### config.mk
export PLATFORM = sky130hd
export DESIGN_NAME = pds_phy_regs
export DESIGN_NICKNAME = d
export VERILOG_FILES = /design/src/logic/pds_pkg.sv /design/src/logic/pds_diag_engine.sv /design/src/logic/pds_phy_regs.sv
export SDC_FILE = /design/constraint.sdc
export NUM_CORES = 1
export LEC_CHECK = 0
export CAP_MARGIN = 10
export CORE_MARGIN = 5
export CORE_UTILIZATION = 50
export CTS_BUF_LIST = sky130_fd_sc_hd__clkbuf_8
export DETAILED_ROUTE_END_ITERATION = 10
export DONT_BUFFER_PORTS = 1
export PLACE_DENSITY = 0.68
export SYNTH_ARGS = -nofsm -noshare
export SYNTH_HDL_FRONTEND = slang
export SYNTH_SLANG_ARGS = --single-unit
### constraint.sdc
create_clock -name core_clk -period 1.88 [get_ports core_clk]
set_input_delay 0.094 -clock core_clk [delete_from_list [all_inputs] [get_ports core_clk]]
set_output_delay 0.094 -clock core_clk [all_outputs]
set_load 0.02 [all_outputs]
### src/logic/pds_pkg.sv
// constants and types shared by the PHY diagnostic and status register block
package pds_pkg;

  localparam int NUM_PORTS = 2;
  localparam int ADDR_W = 7;
  localparam int DATA_W = 16;
  localparam int IDX_W = 5;

  // address layout: bit 6 selects the global block, bit 5 selects the port
  localparam int ADDR_GLOBAL_BIT = 6;
  localparam int ADDR_PORT_BIT = 5;

  // per-port PHY register indices
  localparam logic [4:0] REG_PARTNER_ABILITY = 5'h05;
  localparam logic [4:0] REG_CABLE_DIAG = 5'h1D;
  localparam logic [4:0] REG_SPECIAL = 5'h1F;

  // global registers
  localparam logic [6:0] GLB_IRQ_STATUS = 7'h40;
  localparam logic [6:0] GLB_IRQ_MASK = 7'h41;

  // partner ability field: 100 full at 8 down to 10 half at 5
  localparam int LPA_LO = 5;
  localparam int LPA_W = 4;
  localparam logic [3:0] LPA_RST = 4'h0;

  // cable diagnostic register fields
  localparam int CD_START = 15;
  localparam int CD_RES_LO = 13;
  localparam int CD_SHORT = 12;
  localparam int CD_CNT_LO = 0;
  localparam int CD_CNT_W = 9;
  localparam logic [8:0] CD_CNT_RST = 9'h000;

  // special control/status fields
  localparam int SP_POLRVS = 5;
  localparam int SP_MDI = 4;
  localparam int SP_FORCE = 3;
  localparam int SP_PWRSAVE_OFF = 2;
  localparam int SP_RLOOP = 1;
  localparam logic SP_FORCE_RST = 1'b0;
  localparam logic SP_PWRSAVE_OFF_RST = 1'b1;
  localparam logic SP_RLOOP_RST = 1'b0;

  // interrupt status layout: diag done per port, then polarity change per port
  localparam int IRQ_W = 4;
  localparam int IRQ_DONE_LO = 0;
  localparam int IRQ_POL_LO = 2;
  localparam logic [3:0] IRQ_MASK_RST = 4'h0;

  // diagnostic timeout
  localparam int CLK_PERIOD_NS = 10;
  localparam int DIAG_TIMEOUT_US = 1000;
  localparam int DIAG_TIMEOUT_CYC = DIAG_TIMEOUT_US * 1000 / CLK_PERIOD_NS;

  typedef enum logic [1:0]
  {
    PDS_RES_NORMAL = 2'h0,
    PDS_RES_OPEN = 2'h1,
    PDS_RES_SHORT = 2'h2,
    PDS_RES_FAIL = 2'h3
  } pds_result_e;

  localparam pds_result_e CD_RES_RST = PDS_RES_NORMAL;

  typedef enum logic [1:0]
  {
    PDS_DG_IDLE = 2'b00,
    PDS_DG_RUN = 2'b01,
    PDS_DG_FINISH = 2'b11
  } pds_diag_state_e;

endpackage

### src/logic/pds_diag_engine.sv
// one port's cable diagnostic sequencer with result capture and timeout
`timescale 1ns/1ns
`default_nettype none
module pds_diag_engine #(
  parameter int TIMEOUT_CYC = pds_pkg::DIAG_TIMEOUT_CYC
)
(
  input wire logic core_clk,
  input wire logic resetn,
  input wire logic start,
  input wire logic ana_done,
  input wire logic [1:0] ana_result,
  input wire logic ana_short,
  input wire logic [8:0] ana_count,
  output logic busy,
  output logic ana_req,
  output pds_pkg::pds_result_e result,
  output logic short_within_ten_m,
  output logic [8:0] fault_count,
  output logic done_pulse
);

  localparam int CNT_W = $clog2(TIMEOUT_CYC + 1);
  localparam logic [CNT_W-1:0] CNT_LAST = CNT_W'(TIMEOUT_CYC - 1);

  pds_pkg::pds_diag_state_e state_reg;
  logic [CNT_W-1:0] tmo_reg;
  logic timed_out;
  logic idle_like;

  assign timed_out = (tmo_reg == CNT_LAST);
  // the finish cycle takes a launch as well, so a start right after completion is not lost
  assign idle_like = (state_reg == pds_pkg::PDS_DG_IDLE) || (state_reg == pds_pkg::PDS_DG_FINISH);

  always_ff @(posedge core_clk or negedge resetn)
  begin
    if (!resetn)
      state_reg <= pds_pkg::PDS_DG_IDLE;
    else
      case (state_reg)
        pds_pkg::PDS_DG_IDLE:
          if (start)
            state_reg <= pds_pkg::PDS_DG_RUN;
        pds_pkg::PDS_DG_RUN:
          if (ana_done || timed_out)
            state_reg <= pds_pkg::PDS_DG_FINISH;
        pds_pkg::PDS_DG_FINISH:
          state_reg <= start ? pds_pkg::PDS_DG_RUN : pds_pkg::PDS_DG_IDLE;
        default:
          state_reg <= pds_pkg::PDS_DG_IDLE;
      endcase
  end

  always_ff @(posedge core_clk or negedge resetn)
  begin
    if (!resetn)
      tmo_reg <= '0;
    else if (state_reg == pds_pkg::PDS_DG_RUN)
      tmo_reg <= tmo_reg + CNT_W'(1);
    else
      tmo_reg <= '0;
  end

  // results land in the same edge that busy drops, so a zero start bit means valid data
  always_ff @(posedge core_clk or negedge resetn)
  begin
    if (!resetn)
    begin
      result <= pds_pkg::CD_RES_RST;
      short_within_ten_m <= 1'b0;
      fault_count <= pds_pkg::CD_CNT_RST;
    end
    else if (state_reg == pds_pkg::PDS_DG_RUN && ana_done)
    begin
      result <= pds_pkg::pds_result_e'(ana_result); // [RQ4]
      short_within_ten_m <= ana_short; // [RQ5]
      fault_count <= ana_count; // [RQ6]
    end
    else if (state_reg == pds_pkg::PDS_DG_RUN && timed_out)
    begin
      result <= pds_pkg::PDS_RES_FAIL; // [RQ4]
      short_within_ten_m <= 1'b0;
      fault_count <= pds_pkg::CD_CNT_RST;
    end
  end

  always_ff @(posedge core_clk or negedge resetn)
  begin
    if (!resetn)
    begin
      busy <= 1'b0;
      ana_req <= 1'b0;
      done_pulse <= 1'b0;
    end
    else
    begin
      busy <= idle_like ? start
            : (state_reg == pds_pkg::PDS_DG_RUN) ? !(ana_done || timed_out) : 1'b0; // [RQ2] [RQ3]
      ana_req <= idle_like ? start
               : (state_reg == pds_pkg::PDS_DG_RUN) && !(ana_done || timed_out);
      done_pulse <= (state_reg == pds_pkg::PDS_DG_RUN) && (ana_done || timed_out);
    end
  end

endmodule // pds_diag_engine
`default_nettype wire

### src/logic/pds_phy_regs.sv
// per-port PHY diagnostic, partner ability and special control register bank
//
// Behaviour
// RQ1 - partner ability bits 8..5 report the partner's 100FD, 100HD, 10FD, 10HD, read-only, reset 0.
// RQ2 - writing one to cable test bit 15 launches a diagnostic, and the bit self-clears when done.
// RQ3 - once the start bit reads zero after a launch, every result field is final and valid.
// RQ4 - bits 14-13 give the outcome: 00 normal, 01 open, 10 short, 11 test failed, reset 00.
// RQ5 - read-only bit 12 is set when a detected short lies closer than 10 meters.
// RQ6 - bits 8-0 hold the nine-bit fault distance count of about 0.4 m per step, reset 0.
// RQ7 - special status bit 5 is set while receive polarity is reversed, meaningful at 10 Mb/s.
// RQ8 - special bit 2 at zero enables power saving and at one disables it, reset 1.
// RQ9 - special bit 1 loops the port's receive pair back to its transmit pair at PMD/PMA.
// RQ10 - port 1 loopback storage is also switch reg 26 bit 1, port 2 is reg 42 bit 1; here loop_reg is reached only through the special register.
// RQ11 - the partner ability register decodes at PHY register index 0x5 of each port.
// RQ12 - writes to read-only and reserved fields are ignored, and reserved fields read zero.
// RQ13 - special bit 3 at one forces link pass, at zero restores normal detection, reset 0.
//
// Implementation choice: strobed register access.
`timescale 1ns/1ns
`default_nettype none
module pds_phy_regs #(
  parameter int NUM_PORTS = pds_pkg::NUM_PORTS,
  parameter int DIAG_TIMEOUT_CYC = pds_pkg::DIAG_TIMEOUT_CYC
)
(
  input wire logic core_clk,
  input wire logic resetn,
  input wire logic [pds_pkg::ADDR_W-1:0] reg_addr,
  input wire logic [pds_pkg::DATA_W-1:0] reg_wdata,
  input wire logic reg_wr,
  input wire logic reg_rd,
  output logic [pds_pkg::DATA_W-1:0] reg_rdata,
  input wire logic [NUM_PORTS*pds_pkg::LPA_W-1:0] partner_ability_in,
  input wire logic [NUM_PORTS-1:0] polarity_reversed_in,
  input wire logic [NUM_PORTS-1:0] mdi_mode_in,
  input wire logic [NUM_PORTS-1:0] diag_ana_done,
  input wire logic [NUM_PORTS*2-1:0] diag_ana_result,
  input wire logic [NUM_PORTS-1:0] diag_ana_short,
  input wire logic [NUM_PORTS*9-1:0] diag_ana_count,
  output logic [NUM_PORTS-1:0] diag_ana_req,
  output logic [NUM_PORTS-1:0] force_link_pass,
  output logic [NUM_PORTS-1:0] power_save_en,
  output logic [NUM_PORTS-1:0] remote_loopback,
  output logic irq
);

  localparam int PW = (NUM_PORTS > 1) ? $clog2(NUM_PORTS) : 1;

  // address decode
  logic is_global;
  logic [PW-1:0] port_sel;
  logic [pds_pkg::IDX_W-1:0] reg_idx;
  logic port_ok;

  assign is_global = reg_addr[pds_pkg::ADDR_GLOBAL_BIT];
  assign port_sel = PW'(reg_addr[pds_pkg::ADDR_PORT_BIT]);
  assign reg_idx = reg_addr[pds_pkg::IDX_W-1:0];
  assign port_ok = !is_global && (32'(port_sel) < NUM_PORTS);

  // per-port state
  logic [pds_pkg::LPA_W-1:0] lpa_reg [NUM_PORTS];
  logic [NUM_PORTS-1:0] pol_reg;
  logic [NUM_PORTS-1:0] mdi_reg;
  logic [NUM_PORTS-1:0] force_reg;
  logic [NUM_PORTS-1:0] pwrsave_off_reg;
  logic [NUM_PORTS-1:0] loop_reg;
  logic [NUM_PORTS-1:0] diag_start;
  logic [NUM_PORTS-1:0] diag_busy;
  logic [NUM_PORTS-1:0] diag_done;
  logic [NUM_PORTS-1:0] diag_short;
  pds_pkg::pds_result_e diag_result [NUM_PORTS];
  logic [8:0] diag_count [NUM_PORTS];

  // interrupt state
  logic [pds_pkg::IRQ_W-1:0] irq_status_reg;
  logic [pds_pkg::IRQ_W-1:0] irq_status_next;
  logic [pds_pkg::IRQ_W-1:0] irq_mask_reg;
  logic [pds_pkg::IRQ_W-1:0] irq_events;
  logic status_read;

  genvar gp;
  generate
    for (gp = 0; gp < NUM_PORTS; gp++)
    begin : g_port
      logic sel_wr;

      assign sel_wr = reg_wr && port_ok && (32'(port_sel) == gp);

      // partner ability and status inputs sampled each cycle
      always_ff @(posedge core_clk or negedge resetn)
      begin
        if (!resetn)
        begin
          lpa_reg[gp] <= pds_pkg::LPA_RST;
          pol_reg[gp] <= 1'b0;
          mdi_reg[gp] <= 1'b0;
        end
        else
        begin
          lpa_reg[gp] <= partner_ability_in[gp*pds_pkg::LPA_W +: pds_pkg::LPA_W]; // [RQ1]
          pol_reg[gp] <= polarity_reversed_in[gp]; // [RQ7]
          mdi_reg[gp] <= mdi_mode_in[gp];
        end
      end

      // special control bits: only the writable fields take write data
      always_ff @(posedge core_clk or negedge resetn)
      begin
        if (!resetn)
        begin
          force_reg[gp] <= pds_pkg::SP_FORCE_RST;
          pwrsave_off_reg[gp] <= pds_pkg::SP_PWRSAVE_OFF_RST;
          loop_reg[gp] <= pds_pkg::SP_RLOOP_RST;
        end
        else if (sel_wr && reg_idx == pds_pkg::REG_SPECIAL)
        begin
          force_reg[gp] <= reg_wdata[pds_pkg::SP_FORCE]; // [RQ13]
          pwrsave_off_reg[gp] <= reg_wdata[pds_pkg::SP_PWRSAVE_OFF]; // [RQ8]
          loop_reg[gp] <= reg_wdata[pds_pkg::SP_RLOOP]; // [RQ9] [RQ10] [RQ12]
        end
      end

      // a one written while idle launches; a write while busy or a zero does nothing
      assign diag_start[gp] = sel_wr && reg_idx == pds_pkg::REG_CABLE_DIAG
                            && reg_wdata[pds_pkg::CD_START] && !diag_busy[gp]; // [RQ2]

      pds_diag_engine #(
        .TIMEOUT_CYC(DIAG_TIMEOUT_CYC)
      ) u_diag (
        .core_clk(core_clk),
        .resetn(resetn),
        .start(diag_start[gp]),
        .ana_done(diag_ana_done[gp]),
        .ana_result(diag_ana_result[gp*2 +: 2]),
        .ana_short(diag_ana_short[gp]),
        .ana_count(diag_ana_count[gp*9 +: 9]),
        .busy(diag_busy[gp]),
        .ana_req(diag_ana_req[gp]),
        .result(diag_result[gp]),
        .short_within_ten_m(diag_short[gp]),
        .fault_count(diag_count[gp]),
        .done_pulse(diag_done[gp])
      );

      // polarity change event for the interrupt status
      logic pol_prev_reg;
      always_ff @(posedge core_clk or negedge resetn)
      begin
        if (!resetn)
          pol_prev_reg <= 1'b0;
        else
          pol_prev_reg <= pol_reg[gp];
      end

      assign irq_events[pds_pkg::IRQ_DONE_LO + gp] = diag_done[gp];
      assign irq_events[pds_pkg::IRQ_POL_LO + gp] = pol_prev_reg ^ pol_reg[gp];
    end
  endgenerate

  // control outputs registered from the stored bits, power save from the inverted off bit
  always_ff @(posedge core_clk or negedge resetn)
  begin
    if (!resetn)
    begin
      force_link_pass <= '0;
      power_save_en <= '0;
      remote_loopback <= '0;
    end
    else
    begin
      force_link_pass <= force_reg; // [RQ13]
      power_save_en <= ~pwrsave_off_reg; // [RQ8]
      remote_loopback <= loop_reg; // [RQ9] [RQ10]
    end
  end

  // read mux: reserved fields and unmapped addresses read zero
  logic [pds_pkg::DATA_W-1:0] rd_mux;
  always_comb
  begin
    rd_mux = '0;
    if (is_global)
    begin
      if (reg_addr == pds_pkg::GLB_IRQ_STATUS)
        rd_mux[pds_pkg::IRQ_W-1:0] = irq_status_reg;
      else if (reg_addr == pds_pkg::GLB_IRQ_MASK)
        rd_mux[pds_pkg::IRQ_W-1:0] = irq_mask_reg;
    end
    else if (port_ok)
    begin
      case (reg_idx)
        pds_pkg::REG_PARTNER_ABILITY: // [RQ11]
          rd_mux[pds_pkg::LPA_LO +: pds_pkg::LPA_W] = lpa_reg[port_sel]; // [RQ1] [RQ12]
        pds_pkg::REG_CABLE_DIAG:
        begin
          rd_mux[pds_pkg::CD_START] = diag_busy[port_sel]; // [RQ2] [RQ3]
          rd_mux[pds_pkg::CD_RES_LO +: 2] = diag_result[port_sel]; // [RQ4]
          rd_mux[pds_pkg::CD_SHORT] = diag_short[port_sel]; // [RQ5]
          rd_mux[pds_pkg::CD_CNT_LO +: pds_pkg::CD_CNT_W] = diag_count[port_sel]; // [RQ6]
        end
        pds_pkg::REG_SPECIAL:
        begin
          rd_mux[pds_pkg::SP_POLRVS] = pol_reg[port_sel]; // [RQ7]
          rd_mux[pds_pkg::SP_MDI] = mdi_reg[port_sel];
          rd_mux[pds_pkg::SP_FORCE] = force_reg[port_sel];
          rd_mux[pds_pkg::SP_PWRSAVE_OFF] = pwrsave_off_reg[port_sel];
          rd_mux[pds_pkg::SP_RLOOP] = loop_reg[port_sel];
        end
        default:
          rd_mux = '0; // [RQ12]
      endcase
    end
  end

  // read data stands only in the cycle after the strobe
  always_ff @(posedge core_clk or negedge resetn)
  begin
    if (!resetn)
      reg_rdata <= '0;
    else if (reg_rd)
      reg_rdata <= rd_mux;
    else
      reg_rdata <= '0;
  end

  always_ff @(posedge core_clk or negedge resetn)
  begin
    if (!resetn)
      irq_mask_reg <= pds_pkg::IRQ_MASK_RST;
    else if (reg_wr && reg_addr == pds_pkg::GLB_IRQ_MASK)
      irq_mask_reg <= reg_wdata[pds_pkg::IRQ_W-1:0];
  end

  // read clears the sticky bits; an event in the same cycle wins
  assign status_read = reg_rd && reg_addr == pds_pkg::GLB_IRQ_STATUS;

  always_comb
  begin
    irq_status_next = irq_status_reg;
    if (status_read)
      irq_status_next = '0;
    irq_status_next = irq_status_next | irq_events;
  end

  always_ff @(posedge core_clk or negedge resetn)
  begin
    if (!resetn)
      irq_status_reg <= '0;
    else
      irq_status_reg <= irq_status_next;
  end

  always_ff @(posedge core_clk or negedge resetn)
  begin
    if (!resetn)
      irq <= 1'b0;
    else
      irq <= |(irq_status_next & irq_mask_reg);
  end

endmodule // pds_phy_regs
`default_nettype wire

# Word-level counts from Yosys, hierarchy flattened
# Index checks and enable logic that the tools add are counted.
# totals
regBits	119
output_inout_bits	25
# classes
magnitude_cmp	2
n_mux	62
bitwise_logic	7
reduce_logical	37
n_addsub	2
n_eq_ne	15
# ops
operator	n
$mux 9	7
$add 17x1->17 const B	2
$eq 17x17->1 const B	2
$mux 17	2
$mux 4	8
$mux 1	27
$mux 2	11
$logic_and 1x1->1	21
$mux 16	1
$eq 7x7->1 const B	2
$mux 12	1
$pmux 2 s3	2
$eq 5x5->1 const B	2
$pmux 4 s2	1
$pmux 3 s2	1
$eq 5x3->1 const B	1
$logic_not 1->1	5
$and 4x4->4	1
$eq 2x1->1 const B	2
$eq 2x2->1 const B	2
$logic_not 2->1	2
$logic_or 1x1->1	4
$ne 2x1->1 const B	2
$ne 2x2->1 const B	2
11 further kinds	14

# Logic depth before layout (Yosys ltp)
# logic_depth
word_depth	8
ltp_mapped	6
ltp_nobuf	6

# By module
# A second synthesis with hierarchy kept.
# unflattened
hier_cells	447
area_unflattened_um2	5205.0
# modules_own_cells
mod	cells_per_inst	area_each_um2	instances
pds_diag_engine	143	1560.2	2
pds_phy_regs	161	2084.5	1

# Worst setup path before layout
# OpenSTA, ideal clock, no wires.
# synth_path
path_kind	register to register
from	reg g_port[0].u_diag.tmo_reg[0]
to	reg g_port[0].u_diag.fault_count[0]
required_time_ns	1.759
arrival_time_ns	1.580
path_buffers	1
setup_ns	0.121
stages_incl_launch_ff	7
path_slack_ns	0.179
cell_sequence	dfrtp_1 > ha_1 > and4_1 > a41oi_1 > nand2b_1 > buf_2 > a22o_1
# synth_between
elab_chain_cells	3
# synth_rtl
item	line	rtl
start: declaration	pds_diag_engine.sv:27	logic [CNT_W-1:0] tmo_reg;
start signal: assignment	pds_diag_engine.sv:59	tmo_reg <= tmo_reg + CNT_W'(1);
$eq 17x17->1	pds_diag_engine.sv:31	assign timed_out = (tmo_reg == CNT_LAST);
$logic_and 1x1->1	pds_diag_engine.sv:79	else if (state_reg == pds_pkg::PDS_DG_RUN && timed_out)
$reduce_bool 2->1 (no line)	--	
end signal: assignment	pds_diag_engine.sv:71	fault_count <= pds_pkg::CD_CNT_RST;
end signal: assignment	pds_diag_engine.sv:77	fault_count <= ana_count;
end signal: assignment	pds_diag_engine.sv:83	fault_count <= pds_pkg::CD_CNT_RST;
end: declaration	pds_diag_engine.sv:19	output logic [8:0] fault_count,
# No other way between the ends.
# A chain may end at the register's enable or synchronous reset.

# Final worst setup path
# layout_path
from	in reg_addr[4] (netlist bit)
to	reg pwrsave_off_reg[1]
# layout_between
elab_chain_cells	2
# layout_rtl
item	line	rtl
start: declaration	pds_phy_regs.sv:28	input wire logic [pds_pkg::ADDR_W-1:0] reg_addr,
$eq 5x5->1	pds_phy_regs.sv:115	else if (sel_wr && reg_idx == pds_pkg::REG_SPECIAL)
$logic_and 1x1->1	pds_phy_regs.sv:115	
end signal: indexed assignment	pds_phy_regs.sv:112	pwrsave_off_reg[gp] <= pds_pkg::SP_PWRSAVE_OFF_RST;
end signal: indexed assignment	pds_phy_regs.sv:118	pwrsave_off_reg[gp] <= reg_wdata[pds_pkg::SP_PWRSAVE_OFF];
end: declaration	pds_phy_regs.sv:65	logic [NUM_PORTS-1:0] pwrsave_off_reg;
# No other way between the ends.

==> impl_results.md <==
* Final HPWL DP at 7290 um
* Post-synthesis cell type count at 58
* IO Port Bufs at 0
* First-pass GRT wire length at 19,100 um
* Most frequent cells in the layout: 112 x dfrtp_1, 54 x dlygate4sd3_1, 29 x nor2_1
* Least-Margin Pin Slew at 0.729 ns
* DP Area at 5170 um^2
* Layout fillers at 745
* Setup violations, final at 1
* RR Startpoint: g_port[1].u_diag.tmo_reg[0]
* Slew HR at 0.512
* XOR/XNOR Fraction of Synth Area at 0.0349
* Worst-path clk slew at 0.07 ns
* Share of cells above drive strength 1 at 0.146
* Overall die width at 110 um
* Final Hold Viols at 114
* Initial drt markers at 211
* Register-to-register setup slack at 0.14 ns
* RR Endpoint: g_port[1].u_diag.fault_count[0]
* Die height at 110 um
* DRC viols at 0
* FF-to-FF path depth at 6
* Via count at 3,595
* FF+latch area at 2860 um^2
* Clock tree root driver cell: clkbuf_8
* Fin worst setup slack at -0.00833 ns
* WHS at -0.638 ns
* GPL Wtd Cong at 0.818
* Maximum VDD drop at 0.539 mV
* Synth top area share at 0.559
* Commonest non-fill, non-tap cell in the layout: dfrtp_1
* Largest net degree at the start of global routing at 115
* Status: finished, violations left
* Post-CTS sizing at 0
* Yosys warns at 0
* Number of synthesized flops with an enable pin at 0
* Area of the multi-input gates at 1980 um^2
* Mean Syn Cell Area at 11.8 um^2
* Vias in the first global route at 3,846
* Skew final at 0.00853 ns
* Worst path cell trace: dlygate4sd3_1 > nand4_4 > nor3_1 > buf_4 > nand3b_1 > mux2_2 > dlygate4sd3_1
* I/O Pins at 90
* CP startpoint: reg_addr[4]
* Clock latency at the later pin of the worst-skew pair at 0.42 ns
* Post-Synth Simple-Gate Area at 0.145
* Largest area contributor in the netlist: dfrtp_1
* Critical path endpoint category: flip-flop
* Inst Count DP at 553
* Initial antenna violation count at 0
* Total wire length at 11,600 um
* Drt wl/cell at 18.1 um
* Clk sinks at 114
* Nets at 568
* Die Area at 12,100 um^2
* Adder-Cell Fraction of Synth Area at 0.0200
* Final period utilization at 1.00
* Area contributors post-synth: dfrtp_1 56%, a22o_1 3.5%, mux2i_1 3.4%, mux2_2 3.1%, xor2_1 3.0%
* P&R area growth vs syn at 22.3%
* DRT Pass-1 Iters at 5
* Most used cell, CP: dlygate4sd3_1
* CP bufs+invs at 3
* Max Slew Vio Count at 0
* CP Launch Type: input port
* DR vias/cell at 5.61
* Grt total ovfl at 0
* Crit-path max FO at 6
* Synth Cell Area at 5010 um^2
* Final non-filler cell total at 641
* Detail Route Antenna Nets at 0
* Synth Area in Compound Gates at 0.128
* Design area at 6130 um^2
* Main synth FF type: dfrtp_1
* CTS Buf Count at 17
* CTS max path bufs at 2
* Failing checks: negative hold slack, negative setup slack
* Largest family of logic cells by synthesized area: simple AND/OR/NAND/NOR gates
* Hold crit path type: input port to asynchronous set/reset pin
* Peak Freq at 530 MHz
* Data required, critical path at 2.23 ns
* ANT cells at 0
* Max reg flops at 34
* LEAKAGE at 2.69 nW
* CTS H-Tree Depth at 4
* CTS tree: built
* Largest delay contributor family on the critical path: buffers and inverters
* PD cells at 1120 nW/um^2
* Post-synthesis sequential area ratio at 0.569
* Core region area at 9770 um^2
* Delay of the slowest critical-path stage at 0.60 ns
* Cts hold-fix bufs at 54
* Max Cap Violations at 0
* Crit path kind: input port to flip-flop
* Arr. time, crit path at 2.24 ns
* Worst path slowest cell: dlygate4sd3_1
* Multiplexer share of the synthesized area at 0.0654
* Std-Cell Rows at 36
* Synth Instances at 424
* Pre-CTS WS at 0.154 ns
* Seq cells post-synth at 114
* Initial core utilization at 0.513
* Gr usage total at 0.208
* Tmin final at 1.89 ns
* Post-synthesis async set-or-reset flop share at 1.00
[per-stage QoR]
stage | utilization | setup TNS, ns | total power, W
5_1_grt | 0.627 | -0.0561 | 0.00727
3_5_place_dp | 0.529 | 0 | 0.00453
4_1_cts | 0.626 | 0 | 0.00692
6_report | 0.627 | -0.00833 | 0.00688
2_1_floorplan | - | 0 | 0.00420
3_3_place_gp | 0.529 | 0 | 0.00445
[how the worst max path moves through the flow]
stage	end	slack, ns	depth (start not counted)
finish	pwrsave_off_reg[1]	-0.008	7
global route	pwrsave_off_reg[1]	-0.06	7
CTS	pwrsave_off_reg[1]	0.03	7
detailed placement	g_port[1].u_diag.fault_count[7]	0.15	6
global placement	g_port[1].u_diag.fault_count[3]	0.19	6
floorplan	g_port[0].u_diag.fault_count[0]	0.18	6
[area by class of cell]
class,count,area share
clock buffer,21,0.0471
clock inverter,11,0.0182
inverter,18,0.0110
multi-input combinational,274,0.323
sequential,114,0.466
tap,133,0.0271
timing repair buffer,70,0.108
[where the power goes]
group          leakage (nW)  internal, W  total [W]  switching [W]
combinational          1.03     0.000695    0.00145       0.000750
sequential             1.46      0.00288    0.00316       0.000285
clock                 0.210      0.00130    0.00228       0.000975
total                  2.69      0.00487    0.00688        0.00201
[layer usage]
layer / global-route usage / up-vias / routed length (um)
li1: - / 1687 / -
met4: 0.0800 / 0 / 254
met3: 0.0722 / 20 / 932
met5: 0 / - / 0
met2: 0.343 / 115 / 5710
met1: 0.253 / 1773 / 4710
[cells in the mapped netlist (3+ instances only)]
| cell | number |
|---|---|
| o22a_1 | 4 |
| o21ai_0 | 9 |
| nand2b_1 | 4 |
| xnor2_1 | 3 |
| xor2_1 | 17 |
| a22o_1 | 20 |
| nand4_1 | 8 |
| clkbuf_1 | 5 |
| nand3_1 | 14 |
| o22ai_1 | 3 |
| ha_1 | 8 |
| inv_1 | 18 |
| and4_1 | 4 |
| nor4bb_1 | 3 |
| a221oi_1 | 4 |
| a21oi_1 | 19 |
| nand2_1 | 20 |
| nor3_1 | 6 |
| a21o_1 | 3 |
| o31ai_1 | 9 |
| nor4_1 | 3 |
| or3_1 | 8 |
| buf_4 | 6 |
| or4_1 | 6 |
| buf_2 | 5 |
| mux2i_1 | 17 |
| dfrtp_1 | 112 |
| mux2_2 | 14 |
| and2_1 | 4 |
| o21a_1 | 3 |
| nor2_1 | 29 |
[cell families after synthesis]
kind of cell,Yosys count
mux,31
simple gates,125
compound gates,87
buf+inv,38
xor+xnor,20
flops,114
fa+ha+maj,8
other cells,1
[what timing repair did]
item / 4_1_cts / 5_1_grt
setup endpoints to repair: 0 / 1
endpoints found under the hold margin: 178 / 114
setup buffers: 0 / 2
No activity file was read; power rests on OpenSTA's default activity.
